<file path="config.mk">
export PLATFORM = sky130hd
export DESIGN_NAME = rpf_framer
export DESIGN_NICKNAME = d
export VERILOG_FILES = /design/src/rtl/rpf_pkg.sv /design/src/rtl/rpf_framer.sv
export SDC_FILE = /design/constraint.sdc
export NUM_CORES = 1
export LEC_CHECK = 0
export BUFFER_PORTS_ARGS = -buffer_cell sky130_fd_sc_hd__buf_4
export CORE_ASPECT_RATIO = 1.4
export CORE_UTILIZATION = 55
export DETAILED_ROUTE_END_ITERATION = 12
export GPL_TIMING_DRIVEN = 1
export PLACE_DENSITY = 0.74
export SYNTH_ARGS = -nofsm -noshare
export SYNTH_HDL_FRONTEND = slang
export SYNTH_SLANG_ARGS = --single-unit
</file>
<file path="constraint.sdc">
create_clock -name sys_clk -period 11.9 [get_ports sys_clk]
set_input_delay 1.785 -clock sys_clk [delete_from_list [all_inputs] [get_ports sys_clk]]
set_output_delay 1.785 -clock sys_clk [all_outputs]
set_load 0.03 [all_outputs]
</file>
<file path="src/rtl/rpf_pkg.sv">
package rpf_pkg;
// Summary of operation
// [RULE1] Preamble threshold 12 allows no pair errors, 11..8 allow one to four; 0 disables.
// [RULE2] Split-phase bit on: Manchester encode transmit chips and decode receive chips.
// [RULE3] DC-balanced bit on: ten-bit balanced code on transmit, decoded on receive.
// [RULE4] Scrambling bit on: whiten transmitted bytes and dewhiten received bytes.
// [RULE5] Symbol width 0 gives 8-bit symbols, 1 gives 10-bit symbols; 2..7 reserved.
// [RULE6] Transmitted preamble length in bytes equals the preamble byte count setting.
// [RULE7] CRC uses the 16-bit value from low and high bytes when custom CRC is on.
// [RULE8] Sync match accepted with up to the 2-bit tolerance of mismatched bits.
// [RULE9] Sync length field sets compared bits, 0 up to at most 24.
// [RULE10] Sync pattern always goes out as whole bytes.
// [RULE11] Host pads unused sync pattern bits with preamble pattern for odd lengths.
// [RULE12] Pin select clear drives first amplifier pin pair, set drives alternate pair.
// [RULE13] Sync sent MSB first from lowest needed byte, only bytes the length needs.
// [RULE14] Software writes zero to reserved bits and avoids reserved encodings.

    // Register offsets and storage indices
    localparam logic [8:0] ADDR_PQ  = 9'h11b;
    localparam logic [8:0] ADDR_SC  = 9'h11c;
    localparam logic [8:0] ADDR_PL  = 9'h11d;
    localparam logic [8:0] ADDR_CL  = 9'h11e;
    localparam logic [8:0] ADDR_CH  = 9'h11f;
    localparam logic [8:0] ADDR_SW  = 9'h120;
    localparam logic [2:0] IDX_PQ   = 3'h0;
    localparam logic [2:0] IDX_SC   = 3'h1;
    localparam logic [2:0] IDX_PL   = 3'h2;
    localparam logic [2:0] IDX_CL   = 3'h3;
    localparam logic [2:0] IDX_CH   = 3'h4;
    localparam logic [2:0] IDX_SW   = 3'h5;
    localparam logic [2:0] IDX_NONE = 3'h7;
    localparam logic [7:0] CFG_RST  = 8'h00;

    // Field positions
    localparam int PIN_SEL = 7;
    localparam int MAN_ON  = 6;
    localparam int CRC_ON  = 5;
    localparam int DCB_ON  = 4;
    localparam int WHT_ON  = 3;
    localparam int THR_MSB = 3;
    localparam int SYM_MSB = 2;
    localparam int TOL_MSB = 7;
    localparam int TOL_LSB = 6;
    localparam int LEN_MSB = 4;

    // Coding constants
    localparam logic [7:0]  PRE_PAT    = 8'h55;
    localparam logic [8:0]  PN_SEED    = 9'h1ff;
    localparam logic [15:0] CRC_SEED   = 16'hffff;
    localparam logic [15:0] CRC_DEF    = 16'h1021;
    localparam logic [4:0]  SYNC_MAX   = 5'h18;
    localparam logic [3:0]  PAIRS      = 4'hc;
    localparam logic [2:0]  SYM_10     = 3'h1;
    localparam logic [4:0]  BITS_8     = 5'h08;
    localparam logic [4:0]  BITS_10    = 5'h0a;
    localparam logic [4:0]  CHIPS_MAX  = 5'h14;
    localparam logic [1:0]  FLAG_PLAIN = 2'h1;
    localparam logic [1:0]  FLAG_INV   = 2'h2;
    localparam logic [7:0]  CRC_BYTES  = 8'h02;

    typedef enum logic [2:0] {
        TX_IDLE = 3'b000,
        TX_PRE  = 3'b001,
        TX_SYNC = 3'b011,
        TX_DATA = 3'b010,
        TX_CRC  = 3'b110
    } rpf_tx_type;

    typedef struct packed {
        logic [5:0][7:0] cfg;
        logic [7:0]      rdata;
        rpf_tx_type      st;
        logic [19:0]     sh;
        logic [4:0]      cnt;
        logic [7:0]      bcnt;
        logic [8:0]      pn;
        logic [15:0]     crc;
        logic            rd;
        logic            last;
        logic            cv;
        logic            rdy;
        logic [23:0]     win;
        logic            pre;
        logic            insync;
        logic            sf;
        logic            rval;
        logic            cok;
        logic [19:0]     rsh;
        logic [4:0]      rcnt;
        logic [8:0]      rpn;
        logic [15:0]     rcrc;
        logic [7:0]      rdat;
        logic [3:0]      pins;
    } rpf_state_type;

    localparam rpf_state_type RPF_RST = '0;
endpackage : rpf_pkg

</file>
<file path="src/rtl/rpf_framer.sv">
`timescale 1ns/1ps
module rpf_framer (
    input  wire logic        sys_clk,
    input  wire logic        rst_b,
    input  wire logic [8:0]  reg_addr,
    input  wire logic        reg_wr,
    input  wire logic [7:0]  reg_wdata,
    output logic      [7:0]  reg_rdata,
    input  wire logic [23:0] sync_pattern,
    input  wire logic        tx_start,
    input  wire logic [7:0]  tx_data,
    input  wire logic        tx_valid,
    input  wire logic        tx_last,
    output logic             tx_ready,
    output logic             tx_chip,
    output logic             tx_chip_valid,
    input  wire logic        tx_chip_ready,
    input  wire logic        rx_enable,
    input  wire logic        rx_chip,
    input  wire logic        rx_chip_valid,
    output logic      [7:0]  rx_data,
    output logic             rx_data_valid,
    output logic             preamble_seen,
    output logic             sync_seen,
    output logic             crc_ok,
    output logic             pa_ctl_pin_a,
    output logic             lna_ctl_pin_a,
    output logic             pa_ctl_pin_b,
    output logic             lna_ctl_pin_b
);
    import rpf_pkg::*;

    rpf_state_type s_reg;
    rpf_state_type s_next;

    logic        man;
    logic        dcb;
    logic        wht;
    logic        sel;
    logic        sym10;
    logic [3:0]  thr;
    logic [1:0]  tol;
    logic [4:0]  lc;
    logic [1:0]  nsync;
    logic [15:0] poly;
    logic [4:0]  nbw;
    logic [4:0]  need;
    logic [23:0] sw;
    logic [23:0] mask;
    logic [23:0] rw;
    logic [11:0] pe;
    logic [4:0]  perr;
    logic        pre_ok;
    logic [2:0]  ri;
    logic [4:0]  c;
    logic        enc;
    logic        ecrc;
    logic [7:0]  eb;
    logic [7:0]  w;
    logic [4:0]  wp;
    logic [9:0]  code;
    logic [16:0] pm;
    logic [1:0]  si;
    logic [19:0] v;
    logic [9:0]  rcode;
    logic [7:0]  rw8;
    logic [16:0] pm2;
    logic [7:0]  rb;

    // Ones count, shared by balance, sync and preamble checks
    function automatic logic [4:0] pop24(input logic [23:0] x);
        logic [4:0] p;
        p = 5'h00;
        for (int i = 0; i < 24; i++) begin
            p = p + {4'h0, x[i]};
        end
        return p;
    endfunction : pop24

    // Eight steps of x^9+x^5+1, returns next state and mask, first bit at mask[7]
    function automatic logic [16:0] pn8(input logic [8:0] l);
        logic [8:0] t;
        logic [7:0] m;
        t = l;
        m = 8'h00;
        for (int i = 7; i >= 0; i--) begin
            m[i] = t[0];
            t = {t[0] ^ t[5], t[8:1]};
        end
        return {t, m};
    endfunction : pn8

    // Serial CRC over one byte, MSB first
    function automatic logic [15:0] crc8(input logic [15:0] cr, input logic [7:0] b,
                                         input logic [15:0] p);
        logic [15:0] t;
        logic        f;
        t = cr;
        for (int i = 7; i >= 0; i--) begin
            f = t[15] ^ b[i];
            t = {t[14:0], 1'b0};
            if (f) begin
                t = t ^ p;
            end
        end
        return t;
    endfunction : crc8

    // One becomes chips 10, zero becomes 01
    function automatic logic [19:0] man_exp(input logic [9:0] x);
        logic [19:0] o;
        o = 20'h00000;
        for (int i = 0; i < 10; i++) begin
            o[2*i +: 2] = x[i] ? 2'b10 : 2'b01;
        end
        return o;
    endfunction : man_exp

    // First chip of each pair carries the bit
    function automatic logic [9:0] man_dec(input logic [19:0] x);
        logic [9:0] o;
        o = 10'h000;
        for (int i = 0; i < 10; i++) begin
            o[i] = x[2*i+1];
        end
        return o;
    endfunction : man_dec

    // Register address to storage index
    function automatic logic [2:0] reg_idx(input logic [8:0] a);
        logic [8:0] d;
        d = a - ADDR_PQ;
        return (a >= ADDR_PQ && a <= ADDR_SW) ? d[2:0] : IDX_NONE;
    endfunction : reg_idx

    // Live configuration; changes take effect from the cycle after the write
    assign man   = s_reg.cfg[IDX_SC][MAN_ON];
    assign dcb   = s_reg.cfg[IDX_SC][DCB_ON];
    assign wht   = s_reg.cfg[IDX_SC][WHT_ON];
    assign sym10 = s_reg.cfg[IDX_SC][SYM_MSB:0] == SYM_10;   // RULE5
    assign sel   = s_reg.cfg[IDX_PQ][PIN_SEL];
    assign thr   = s_reg.cfg[IDX_PQ][THR_MSB:0];
    assign tol   = s_reg.cfg[IDX_SW][TOL_MSB:TOL_LSB];
    assign poly  = s_reg.cfg[IDX_SC][CRC_ON] ?                  // RULE7
                   {s_reg.cfg[IDX_CH], s_reg.cfg[IDX_CL]} : CRC_DEF;

    // Sync length clamped at 24 bits, rounded up to whole bytes
    assign lc    = (s_reg.cfg[IDX_SW][LEN_MSB:0] > SYNC_MAX) ?
                   SYNC_MAX : s_reg.cfg[IDX_SW][LEN_MSB:0];      // RULE9
    assign nsync = 2'((lc + 5'h07) >> 3);                        // RULE10

    // Symbol size in bits and in chips
    assign nbw   = (dcb || sym10) ? BITS_10 : BITS_8;           // RULE5
    assign need  = man ? {nbw[3:0], 1'b0} : nbw;

    // Air order of the sync bytes, last bit at position 0
    assign sw    = {sync_pattern[7:0], sync_pattern[15:8], sync_pattern[23:16]};
    assign mask  = (24'h000001 << lc) - 24'h000001;
    assign rw    = {s_reg.win[22:0], rx_chip};

    // Bit pairs of the window that break the alternating preamble
    genvar k;
    generate
        for (k = 0; k < 12; k++) begin : g_pair
            assign pe[k] = ~(rw[2*k] ^ rw[2*k+1]);
        end
    endgenerate
    assign perr   = pop24({12'h000, pe});
    assign pre_ok = thr != 4'h0 && thr <= PAIRS &&
                    perr <= {1'b0, PAIRS - thr};                // RULE1

    // Next state of registers, transmitter and receiver
    always_comb begin
        s_next = s_reg;
        ri     = reg_idx(reg_addr);
        c      = s_reg.cnt;
        enc    = 1'b0;
        ecrc   = 1'b0;
        eb     = 8'h00;
        w      = 8'h00;
        wp     = 5'h00;
        code   = 10'h000;
        pm     = 17'h00000;
        si     = 2'h3 - s_reg.bcnt[1:0];
        v      = 20'h00000;
        rcode  = 10'h000;
        rw8    = 8'h00;
        pm2    = 17'h00000;
        rb     = 8'h00;

        // Register port; read data shows the value before a same-cycle write
        s_next.rdata = (ri == IDX_NONE) ? CFG_RST : s_reg.cfg[ri];
        if (reg_wr && ri != IDX_NONE) begin
            s_next.cfg[ri] = reg_wdata;
        end

        // Chip shifter drains on each accepted chip
        if (s_reg.cv && tx_chip_ready) begin
            s_next.sh = {s_reg.sh[18:0], 1'b0};
            c = s_reg.cnt - 5'h01;
        end

        // Frame sequencer loads the next symbol once the shifter is empty
        unique case (s_reg.st)
            TX_IDLE: begin
                if (tx_start) begin
                    s_next.st   = TX_PRE;
                    s_next.bcnt = s_reg.cfg[IDX_PL];             // RULE6
                    s_next.pn   = PN_SEED;
                    s_next.crc  = CRC_SEED;
                    s_next.rd   = 1'b0;
                    s_next.last = 1'b0;
                end
            end
            TX_PRE: begin
                if (c == 5'h00) begin
                    if (s_reg.bcnt != 8'h00) begin
                        s_next.sh   = {PRE_PAT, 12'h000};      // RULE6
                        c           = BITS_8;
                        s_next.bcnt = s_reg.bcnt - 8'h01;
                    end else begin
                        s_next.st   = TX_SYNC;
                        s_next.bcnt = {6'h00, nsync};          // RULE10
                    end
                end
            end
            TX_SYNC: begin
                if (c == 5'h00) begin
                    if (s_reg.bcnt != 8'h00) begin
                        s_next.sh   = {sync_pattern[{si, 3'b000} +: 8], 12'h000}; // RULE13
                        c           = BITS_8;
                        s_next.bcnt = s_reg.bcnt - 8'h01;
                    end else begin
                        s_next.st = TX_DATA;
                    end
                end
            end
            TX_DATA: begin
                if (c == 5'h00) begin
                    if (s_reg.last) begin
                        s_next.st   = TX_CRC;
                        s_next.bcnt = CRC_BYTES;
                    end else if (s_reg.rdy && tx_valid) begin
                        enc         = 1'b1;
                        ecrc        = 1'b1;
                        eb          = tx_data;
                        s_next.last = tx_last;
                    end
                end
            end
            TX_CRC: begin
                if (c == 5'h00) begin
                    if (s_reg.bcnt != 8'h00) begin
                        enc         = 1'b1;
                        eb          = (s_reg.bcnt == CRC_BYTES) ? s_reg.crc[15:8] : s_reg.crc[7:0];
                        s_next.bcnt = s_reg.bcnt - 8'h01;
                    end else begin
                        s_next.st = TX_IDLE;
                    end
                end
            end
            default: s_next.st = TX_IDLE;
        endcase

        // Payload symbol: checksum over the plain byte, whiten, balance, then split-phase
        if (enc) begin
            pm        = pn8(s_reg.pn);
            s_next.pn = pm[16:8];
            w         = wht ? (eb ^ pm[7:0]) : eb;               // RULE4
            if (ecrc) begin
                s_next.crc = crc8(s_reg.crc, eb, poly);        // RULE7
            end
            wp = pop24({16'h0000, w});
            if (!dcb) begin
                code = {w, 2'b00};
            end else if (wp == 5'h04) begin
                code = {w, FLAG_PLAIN};
            end else begin
                // Invert when the byte would push disparity further the same way
                code      = ((wp > 5'h04) == s_reg.rd) ? {~w, FLAG_INV} : {w, FLAG_PLAIN}; // RULE3
                s_next.rd = ~s_reg.rd;
            end
            s_next.sh = man ? man_exp(code) : {code, 10'h000};  // RULE2
            c         = need;
        end
        s_next.cnt = c;
        s_next.cv  = c != 5'h00;
        s_next.rdy = s_next.st == TX_DATA && c == 5'h00 && !s_next.last;

        // Receiver: hunt for preamble and sync, then collect symbols
        s_next.sf   = 1'b0;
        s_next.rval = 1'b0;
        if (!rx_enable) begin
            s_next.insync = 1'b0;
            s_next.pre    = 1'b0;
        end else if (rx_chip_valid) begin
            s_next.win = rw;
            if (!s_reg.insync) begin
                if (pre_ok) begin
                    s_next.pre = 1'b1;                          // RULE1
                end
                if ((thr == 4'h0 || s_reg.pre || pre_ok) &&
                    pop24(mask & (rw ^ sw)) <= {3'h0, tol}) begin // RULE8
                    s_next.insync = 1'b1;
                    s_next.sf     = 1'b1;
                    s_next.pre    = 1'b0;
                    s_next.rpn    = PN_SEED;
                    s_next.rcrc   = CRC_SEED;
                    s_next.rcnt   = 5'h00;
                end
            end else begin
                s_next.rsh = {s_reg.rsh[18:0], rx_chip};
                if (s_reg.rcnt + 5'h01 == need) begin
                    v     = s_next.rsh << (CHIPS_MAX - need);
                    rcode = man ? man_dec(v) : v[19:10];        // RULE2
                    rw8   = (dcb && rcode[1:0] == FLAG_INV) ? ~rcode[9:2] : rcode[9:2]; // RULE3
                    pm2   = pn8(s_reg.rpn);
                    rb    = wht ? (rw8 ^ pm2[7:0]) : rw8;        // RULE4
                    s_next.rpn  = pm2[16:8];
                    s_next.rcrc = crc8(s_reg.rcrc, rb, poly);   // RULE7
                    s_next.rdat = rb;
                    s_next.rval = 1'b1;
                    s_next.rcnt = 5'h00;
                end else begin
                    s_next.rcnt = s_reg.rcnt + 5'h01;
                end
            end
        end
        // Zero residue means the bytes so far end in a good checksum
        s_next.cok = s_next.insync && s_next.rcrc == 16'h0000;

        // Amplifier enables steered to one pin pair
        s_next.pins = sel ? {2'b00, s_next.st != TX_IDLE, rx_enable} :
                            {s_next.st != TX_IDLE, rx_enable, 2'b00}; // RULE12
    end

    // State register
    always_ff @(posedge sys_clk or negedge rst_b) begin
        if (!rst_b) begin
            s_reg <= RPF_RST;
        end else begin
            s_reg <= s_next;
        end
    end

    // Outputs straight from the state register
    assign reg_rdata     = s_reg.rdata;
    assign tx_ready      = s_reg.rdy;
    assign tx_chip       = s_reg.sh[19];
    assign tx_chip_valid = s_reg.cv;
    assign rx_data       = s_reg.rdat;
    assign rx_data_valid = s_reg.rval;
    assign preamble_seen = s_reg.pre;
    assign sync_seen     = s_reg.sf;
    assign crc_ok        = s_reg.cok;
    assign pa_ctl_pin_a  = s_reg.pins[3];
    assign lna_ctl_pin_a = s_reg.pins[2];
    assign pa_ctl_pin_b  = s_reg.pins[1];
    assign lna_ctl_pin_b = s_reg.pins[0];
endmodule : rpf_framer

</file>
==> metrics, run 1 <==
Post-layout nets 2,172; total number of H-tree levels 1; final slew viol count 0; Top Ports 86; XOR/XNOR Fraction of Synth Area between 10% and 20%; cts bufs inserted 23; Crit Path Category flip-flop to flip-flop; syn nets 2,186; Starting Density 56.1%; maximum clock frequency 0.110 GHz; max reg flops around 160; Worst Path Buf+Inv 1; fin crit share 76.3%; Critical Path AT between 9 and 10 ns; Crit Reg-Reg Endpoint crc_ok$_DFF_PN0_; reg2reg setup slack 2.82 ns; CP Capture Type flip-flop; synthesized area 17,800 sq um; crit-path max FO 37; Area Growth Syn to Fin 8.46%; cell row count between 70 and 80; Clock Sink Count 210; Worst Skew around 0.019 ns; post-CTS resize count 0; final std cells w/o fill 2,467; fin crit period about 9.1 ns; cts hold-fix bufs 0; HP Start rx_data[3]$_DFFE_PN0P_; initial antenna violation count 0; Diodes inserted 0; Cells after Synth about 2.1k; largest cells by area after synthesis dfrtp_1, xnor2_1, mux2_2; post-synthesis adder-cell area fraction 5.12%; CP Launch Type flip-flop; antenna viol nets, final 0; first-pass GRT wire length 84,200 um; critical path data required time roughly 12 ns; CTS tree built; post-synthesis mux area share under 10%; setup violators final 0; #FFs+latches synth 210; pin count of the biggest net entering global routing 100; total die area 33,100 sq um; Fillers between 2k and 3k; Static Leak about 8.1 nW; gr ovfl total 0; actual slew at the worst max-slew pin approximately 1.3 ns; Tightest Hold Check Type flip-flop to flip-flop; setup tns final 0 ns; Via density 6.38; slowest cell delay on critical path 1.06 ns; R2R depth 22; Peak supply drop 0.293 mV; RSZ-0062 raised after global routing no; EDFF count, synth 0; Iter 0 DRT Violations 1,538; Post CTS Setup Buffer Count 0; Cell Chain, Critical Path buf_4 > nand2b_1 > nand2_1 > ha_1 > and2_1 > o211ai_2 > a21oi_1 > o221a_2 > xnor3_1 > or3_4 > a31oi_2 > or2_1 > o221ai_1 > or4_4 > a21oi_2 > nor3_1 > xnor3_1 > nor3_1 > o32a_1 > a211o_1 > a2111oi_2 > and4_1; CP top delay family simple AND/OR/NAND/NOR gates; Synth area leader dfrtp_1; number of remaining DRC errors 0; drt wl/cell 21.5 um; Hold Path Stages 2; Hold Vio Cnt, Final 0; First-pass DRT Iterations 5; pwr/cell area 226 nW/um^2; # Max-Cap Violations 0; vias in the first global route 15.8k; area of the core 31,700 sq um; gp weighted congestion 0.985; largest family of logic cells by synthesized area simple AND/OR/NAND/NOR gates; Primary FF master, synth dfrtp_1; relative slew slack about an eighth; layout cells sized above 1 13.9%; Total Routing Usage GR 32.5%; post-synthesis simple-gate area fraction around a fifth; outcome finished, final reports clean; Min-Delay Endpoint rx_data[3]$_DFFE_PN0P_; top-count cell post-synth nor2_1; I/O Buffers 85; via count 15.7k; Syn Area/Cell around 8.6 sq um; Synth async-reset ratio 100%; clock transition at the registers of the reported paths 0.07 ns; clk buf depth 3; Slowest-stage cell, CP ha_1; DIE WIDTH approximately 150 um; total wire length 53,100 um; Post-synth top cells nor2_1, xnor2_1, dfrtp_1; worst skew pair latency 0.54 ns; Synth top area share 29.6%; Compound-Gate Fraction of Synth Area 15.1%; Yosys cell types 90; register area share after synthesis 29.6%; Root Buffer clkbuf_16; synthesis warning total 0; placed cell count ~2.4k; die height ~210 um; Detailed Place HPWL roughly 39,000 um; Reg-to-Reg Start man$_DFFE_PN0P_
## worst reg2reg max path, delay by kind of cell (launching register included)
family	cells	cell delay [ns]
buffers and inverters	1	0.36
xor gates and xnor gates	2	1.41
adders and majority gates	1	1.06
AOI/OAI and AO/OA	9	2.71
and+or+nand+nor	9	3.13
DFF	1	0.34
## area by class of cell
class                      instances  area, sq um  share of cell area [%]
inverter                          79          297                    1.54
multi-input combinational       1631        11600                    60.0
tap                              395          494                    2.56
timing repair buffer             112          848                    4.40
sequential                       210         5260                    27.2
clock buffer                      28          644                    3.34
clock inverter                    12          170                   0.882
## logic make-up (layout without fill, tap and decap cells)
| group | Yosys count | count (layout) |
|---|---|---|
| buf+inv | 230 | 231 |
| flops | 210 | 210 |
| simple gates | 707 | 707 |
| xor+xnor | 315 | 315 |
| compound gates | 411 | 411 |
| fa+ha+maj | 56 | 56 |
| mux | 142 | 142 |
## cells in the final DEF (no fill, tap or decap), types with 28 or more instances in the layout
cell type	n
a21oi_1	104
and2_1	31
buf_4	111
dfrtp_1	210
fa_1	28
ha_1	28
inv_1	78
mux2_2	94
mux2i_1	42
nand2_1	187
nand3_1	57
nor2_1	234
nor3_1	56
o21ai_0	120
xnor2_1	232
xor2_1	65
## routing by layer
metal	GRT usage (%)	up-vias	part of all wire, %
met5	0	-	0
met4	25.9	0	8.5
met3	4.15	259	6.2
met2	55.1	725	49
met1	37.0	7624	36
li1	-	7139	-
## worst max path at each step
stage	startpoint	depth (start not counted)	end
2_1_floorplan	tx_chip_ready	23	s_reg[151]$_DFF_PN0_
3_3_place_gp	rx_chip	25	crc_ok$_DFF_PN0_
3_5_place_dp	tx_chip_ready	23	s_reg[143]$_DFF_PN0_
4_1_cts	man$_DFFE_PN0P_	22	crc_ok$_DFF_PN0_
5_1_grt	man$_DFFE_PN0P_	22	crc_ok$_DFF_PN0_
6_report	man$_DFFE_PN0P_	22	crc_ok$_DFF_PN0_
## report_power, final
part           switching (mW)  total, mW  internal [mW]
Combinational            1.49       2.56           1.08
Sequential              0.163      0.999          0.836
Clock                   0.314      0.785          0.471
Total                    1.97       4.35           2.38
## stage by stage
step | area, sq um | total power, mW | utilization (%) | worst slack [ns] | hold WS [ns]
6_report | 19300 | 4.35 | 60.8 | 2.82 | 0.486
5_1_grt | 19300 | 4.68 | 60.8 | 2.18 | 0.512
3_5_place_dp | 18500 | 3.55 | 58.3 | 2.86 | 0.468
4_1_cts | 19300 | 4.36 | 60.8 | 2.98 | 0.494
3_3_place_gp | 18500 | 3.43 | 58.3 | 3.19 | 0.467
2_1_floorplan | 17800 | 2.87 | - | 4.28 | 0.447
(Power assumes the default switching activity.)
==> run 2, diff against run 1 <==
clock period = 8.8 ns   (was 11.9 ns; I/O delays follow)
==> metrics, run 2 (same netlist as run 1, synthesis figures left out) <==
worst skew pair latency 0.55 ns (about the same); maximum clock frequency 0.121 GHz (+10%); total die area 33,100 sq um (unchanged); actual slew at the worst max-slew pin 1.18 ns (-0.109 ns); antenna viol nets, final 0 (unchanged); slowest cell delay on critical path 0.67 ns (-0.39 ns); via count 15.6k (-1.0%); fin crit share 93.6% (+17 points); post-CTS resize count 0 (unchanged); CP Capture Type flip-flop; Top Ports 86 (unchanged); Reg-to-Reg Start s_reg[207]$_DFFE_PN0P_; commonest non-fill, non-tap cells in the layout nor2_1, xnor2_1, dfrtp_1; Worst Path Buf+Inv 3 (+2); Detailed Place HPWL 39,100 um (+1.6%); Tightest Hold Check Type flip-flop to flip-flop; setup violators final 0 (unchanged); Root Buffer clkbuf_16; CP top delay family adder cells; max reg flops 158 (unchanged); First-pass DRT Iterations 5 (unchanged); Crit Path Category flip-flop to flip-flop; commonest non-fill, non-tap cell in the layout nor2_1; Diodes inserted 0 (unchanged); Area Growth Syn to Fin 9.19%; fin crit period 8.24 ns (-0.838 ns); area of the core 31,700 sq um (unchanged); relative slew slack 21.0% (+7.8 points); Psw 2.62 mW (+33%); Via density 6.28 (-1.7%); cell row count 77 (unchanged); outcome finished, final reports clean; clock power share 18.6% (+0.5 points); HP Start rx_data[1]$_DFFE_PN0P_; pin count of the biggest net entering global routing 102 (+2.0%); crit-path max FO 18 (-51%); total wire length 53,000 um (-0.25%); Worst Skew 0.0220 ns (+0.00346 ns); Iter 0 DRT Violations 1,117 (-27%); global-route met2 utilization 56.7% (+1.6 points); die height 215 um (unchanged); initial antenna violation count 0 (unchanged); Clock Sink Count 210 (unchanged); Util after Layout 61.3% (+0.41 points); cts bufs inserted 24 (+4.3%); clock transition at the registers of the reported paths 0.07 ns (about the same); P_int 3.28 mW (+38%); final slew viol count 0 (unchanged); Starting Density 56.1% (unchanged); gr ovfl total 0 (unchanged); critical path data required time 9.29 ns (-3.09 ns); I/O Buffers 85 (unchanged); Seq pwr share 23.0% (about the same); Min-Delay Endpoint rx_data[1]$_DFFE_PN0P_; RSZ-0062 raised after global routing no; placed cell area 18,600 sq um (+0.49%); CTS tree built; Slowest-stage cell, CP dfrtp_1; total number of H-tree levels 1 (unchanged); clk buf depth 3 (unchanged); Peak supply drop 0.423 mV (+44%); Total Routing Usage GR 32.3% (-0.22 points); Hold Path Stages 2 (unchanged); met1 Track Usage GR 36.2% (-0.78 points); Critical Path AT 8.72 ns (-0.83 ns); Hold Vio Cnt, Final 0 (unchanged); drt wl/cell 21.3 um (-0.89%); vias in the first global route 15.7k (-0.11%); CP Launch Type flip-flop; cts hold-fix bufs 0 (unchanged); R2R depth 31 (+41%); most used cell, CP fa_1; combinational share of power 58.4% (-0.6 points); met3 Usage GRT 3.73% (-0.42 points); Crit Reg-Reg Endpoint crc_ok$_DFF_PN0_; setup tns final 0 ns (unchanged); Post-layout nets 2,185 (+0.60%); reg2reg setup slack 0.56 ns (-2.26 ns); Static Leak 8.15 nW (+0.92%); layout cells sized above 1 14.3% (+0.42 points); gp weighted congestion 0.944 (-4.2%); first-pass GRT wire length 84,100 um (-0.16%); Sw Ratio 44.4% (-0.82 points); Fillers 2,715 (-0.80%); post-route cell area 19,400 sq um (+0.67%); DIE WIDTH 154 um (unchanged); pwr/cell area 304 nW/um^2 (+35%); gr busiest metal met2; # Max-Cap Violations 0 (unchanged); number of remaining DRC errors 0 (unchanged); Post CTS Setup Buffer Count 0 (unchanged)
[run 2: cell type report]
cell class	instances	area, sq um	share of cell area (%)
Multi-Input combinational cell	1631	11600	59.6
Timing Repair Buffer	124	938	4.83
Clock inverter	14	220	1.13
Sequential cell	210	5260	27.1
Clock buffer	30	633	3.26
Tap cell	395	494	2.55
Inverter	79	297	1.53
[run 2: power by group through the flow]
stage                     Sequential (mW)  Clock, mW  Combinational [mW]
after global routing                 1.37       1.15                3.86
after CTS                            1.35       1.12                3.45
after detailed placement             1.37          0                3.43
after global placement               1.36          0                3.30
final                                1.36       1.10                3.45
after floorplan                      1.28          0                2.60
[run 2: stage by stage]
| stage | std cells | power [mW] | worst slack, ns | hold WS, ns |
|---|---|---|---|---|
| global placement | 2439 | 4.66 | 0.763 | 0.466 |
| CTS | 2483 | 5.92 | 0.691 | 0.492 |
| finish | 2483 | 5.91 | 0.562 | 0.485 |
| floorplan | 2071 | 3.89 | 1.64 | 0.447 |
| detailed placement | 2439 | 4.79 | 0.680 | 0.477 |
| global route | 2483 | 6.38 | 0.0570 | 0.499 |
[run 2: how the worst max path moves through the flow]
stage / start / to / slack [ns] / cells after the start
floorplan: tx_chip_ready / s_reg[151]$_DFF_PN0_ / 1.64 / 23
global placement: s_reg[207]$_DFFE_PN0P_ / crc_ok$_DFF_PN0_ / 0.76 / 27
detailed placement: s_reg[207]$_DFFE_PN0P_ / crc_ok$_DFF_PN0_ / 0.68 / 28
CTS: s_reg[207]$_DFFE_PN0P_ / crc_ok$_DFF_PN0_ / 0.69 / 28
global route: s_reg[207]$_DFFE_PN0P_ / crc_ok$_DFF_PN0_ / 0.06 / 31
finish: s_reg[207]$_DFFE_PN0P_ / crc_ok$_DFF_PN0_ / 0.56 / 31
[run 2: layer usage]
metal	share of wire, %	vias to the layer above
li1	-	7153
met5	0	-
met4	7.6	0
met1	37	7511
met2	50	694
met3	6.2	224
[run 2: worst register-to-register path, delay by kind of cell (launching register included)]
kind,cells,cell delay [ns]
buffers and inverters,3,0.61
flip-flops,1,0.67
AND/OR/NAND/NOR,11,1.78
adder cells (fa/ha/maj),8,3.67
AO/OA/AOI/OAI,9,1.46
==> run 3, diff against run 2 <==
==> constraint.sdc (replaced) <==
create_clock -name sys_clk -period 8.8 [get_ports sys_clk]
set_input_delay 0.44 -clock sys_clk [delete_from_list [all_inputs] [get_ports sys_clk]]
set_output_delay 0.44 -clock sys_clk [all_outputs]
set_load 0.03 [all_outputs]
==> metrics, run 3 (same netlist as run 1, synthesis figures left out) <==
gp weighted congestion 0.962 (+1.9%); pwr/cell area 306 nW/um^2 (+0.67%); commonest non-fill, non-tap cell in the layout nor2_1; # Max-Cap Violations 0 (unchanged); final std cells w/o fill 2,475 (-0.32%); final slew viol count 0 (unchanged); post-route cell area 19,400 sq um (about the same); DIE WIDTH 154 um (unchanged); I/O Buffers 85 (unchanged); Clock Sink Count 210 (unchanged); First-pass DRT Iterations 5 (unchanged); slowest cell delay on critical path 0.55 ns (-0.12 ns); initial antenna violation count 0 (unchanged); Static Leak 8.15 nW (about the same); vias in the first global route 15.6k (-1.0%); Setup crit start s_reg[207]$_DFFE_PN0P_; cts bufs inserted 23 (-4.2%); relative slew slack 22.2% (+1.2 points); first-pass GRT wire length 84,100 um (about the same); Tightest Hold Check Type input port to flip-flop; Crit Path Category flip-flop to flip-flop; number of remaining DRC errors 0 (unchanged); total die area 33,100 sq um (unchanged); via count 15.5k (-0.76%); RSZ-0062 raised after global routing no; total number of H-tree levels 1 (unchanged); post-CTS resize count 0 (unchanged); Detailed Place HPWL 39,100 um (-0.11%); Multi-input gate area 11,600 sq um (about the same); Area Growth Syn to Fin 9.27% (about the same); actual slew at the worst max-slew pin 1.16 ns (-0.0162 ns); commonest non-fill, non-tap cells in the layout nor2_1, xnor2_1, dfrtp_1; critical path data required time 9.27 ns (-0.02 ns); clk buf depth 3 (unchanged); worst skew pair latency 0.54 ns (about the same); overall power 5.95 mW (+0.75%); outcome finished, final reports clean; gr ovfl total 0 (unchanged); Post CTS Setup Buffer Count 0 (unchanged); Peak supply drop 0.305 mV (-28%); maximum clock frequency 0.123 GHz (+1.6%); Reg-to-Reg Start s_reg[207]$_DFFE_PN0P_; max reg flops 158 (unchanged); crit-path max FO 18 (unchanged); Fillers 2,743 (+1.0%); antenna viol nets, final 0 (unchanged); Critical Path AT 8.58 ns (-0.14 ns); Post-layout nets 2,178 (-0.32%); Top Ports 86 (unchanged); Register Area 5260 sq um (unchanged); CP Capture Type flip-flop; total wire length 52,700 um (-0.59%); placed cell count 2,432 (-0.29%); cell row count 77 (unchanged); CP Launch Type flip-flop; Starting Density 56.1% (unchanged); Worst Skew 0.0125 ns (-0.00949 ns); Diodes inserted 0 (unchanged); Iter 0 DRT Violations 1,152 (+3.1%); fin crit period 8.11 ns (-0.132 ns); Total Routing Usage GR 32.3% (about the same); Via density 6.25 (-0.44%); pin count of the biggest net entering global routing 80 (-22%); CTS tree built; setup tns final 0 ns (unchanged); die height 215 um (unchanged); clock transition at the registers of the reported paths 0.07 ns (about the same); fin crit share 92.1% (-1.5 points); Slowest-stage cell, CP dfrtp_1; area of the core 31,700 sq um (unchanged); drt wl/cell 21.3 um (-0.27%); setup violators final 0 (unchanged); layout cells sized above 1 14.1% (-0.14 points); Hold Vio Cnt, Final 0 (unchanged); Root Buffer clkbuf_16; HP Start tx_last; placed cell area 18,500 sq um (-0.24%)
-- run 3: path summary, 6_finish.rpt --
kind | end | depth (start not counted) | slack (ns)
max reg2reg | crc_ok$_DFF_PN0_ | 29 | 0.69
max | crc_ok$_DFF_PN0_ | 29 | 0.69
min reg2reg | rx_data[0]$_DFFE_PN0P_ | 2 | 0.50
min | s_reg[93]$_DFF_PN0_ | 2 | 0.18
max in group asynchronous | s_reg[47]$_DFFE_PN0P_ | 3 | 6.94
min in group asynchronous | rw[21]$_DFFE_PN0P_ | 2 | 0.44
-- run 3: area by class of cell --
type	instances	area share (%)
inverter	79	1.53
clock buffer	26	3.12
multi-input combinational	1631	59.6
tap	395	2.54
clock inverter	16	1.53
sequential	210	27.0
timing repair buffer	118	4.61
-- run 3: repair_timing --
action	4_1_cts	5_1_grt
endpoints found under the setup margin	0	0
endpoints found under the hold margin	60	0
hold buffers	1	0
-- run 3: critical path: cells and delay by family (launching register included) --
kind | cells | cell delay [ns]
AND/OR/NAND/NOR | 10 | 1.78
buffers and inverters | 3 | 0.57
adder cells (fa/ha/maj) | 8 | 3.51
AO/OA/AOI/OAI | 8 | 1.58
flip-flops | 1 | 0.55
-- run 3: layer usage --
layer	global-route usage [%]	wire length, um	vias up
met1	37.0	19500	7451
met3	3.59	3100	204
met5	0	0	-
li1	-	-	7153
met2	56.6	26400	656
met4	21.6	3690	0
-- run 3: power breakdown --
group	switching [mW]	internal, mW	leakage (nW)
Sequential	0.219	1.13	2.62
Clock	0.429	0.733	0.437
Combinational	1.94	1.50	5.09
Total	2.59	3.36	8.15
-- run 3: stage by stage --
step / utilization [%] / hold WS [ns] / worst slack [ns]
after floorplan: - / 0.144 / 1.74
after global placement: 58.4 / 0.422 / 0.872
after detailed placement: 58.4 / 0.423 / 0.765
after CTS: 61.3 / 0.166 / 0.718
after global routing: 61.3 / 0.195 / 0.143
final: 61.3 / 0.179 / 0.694
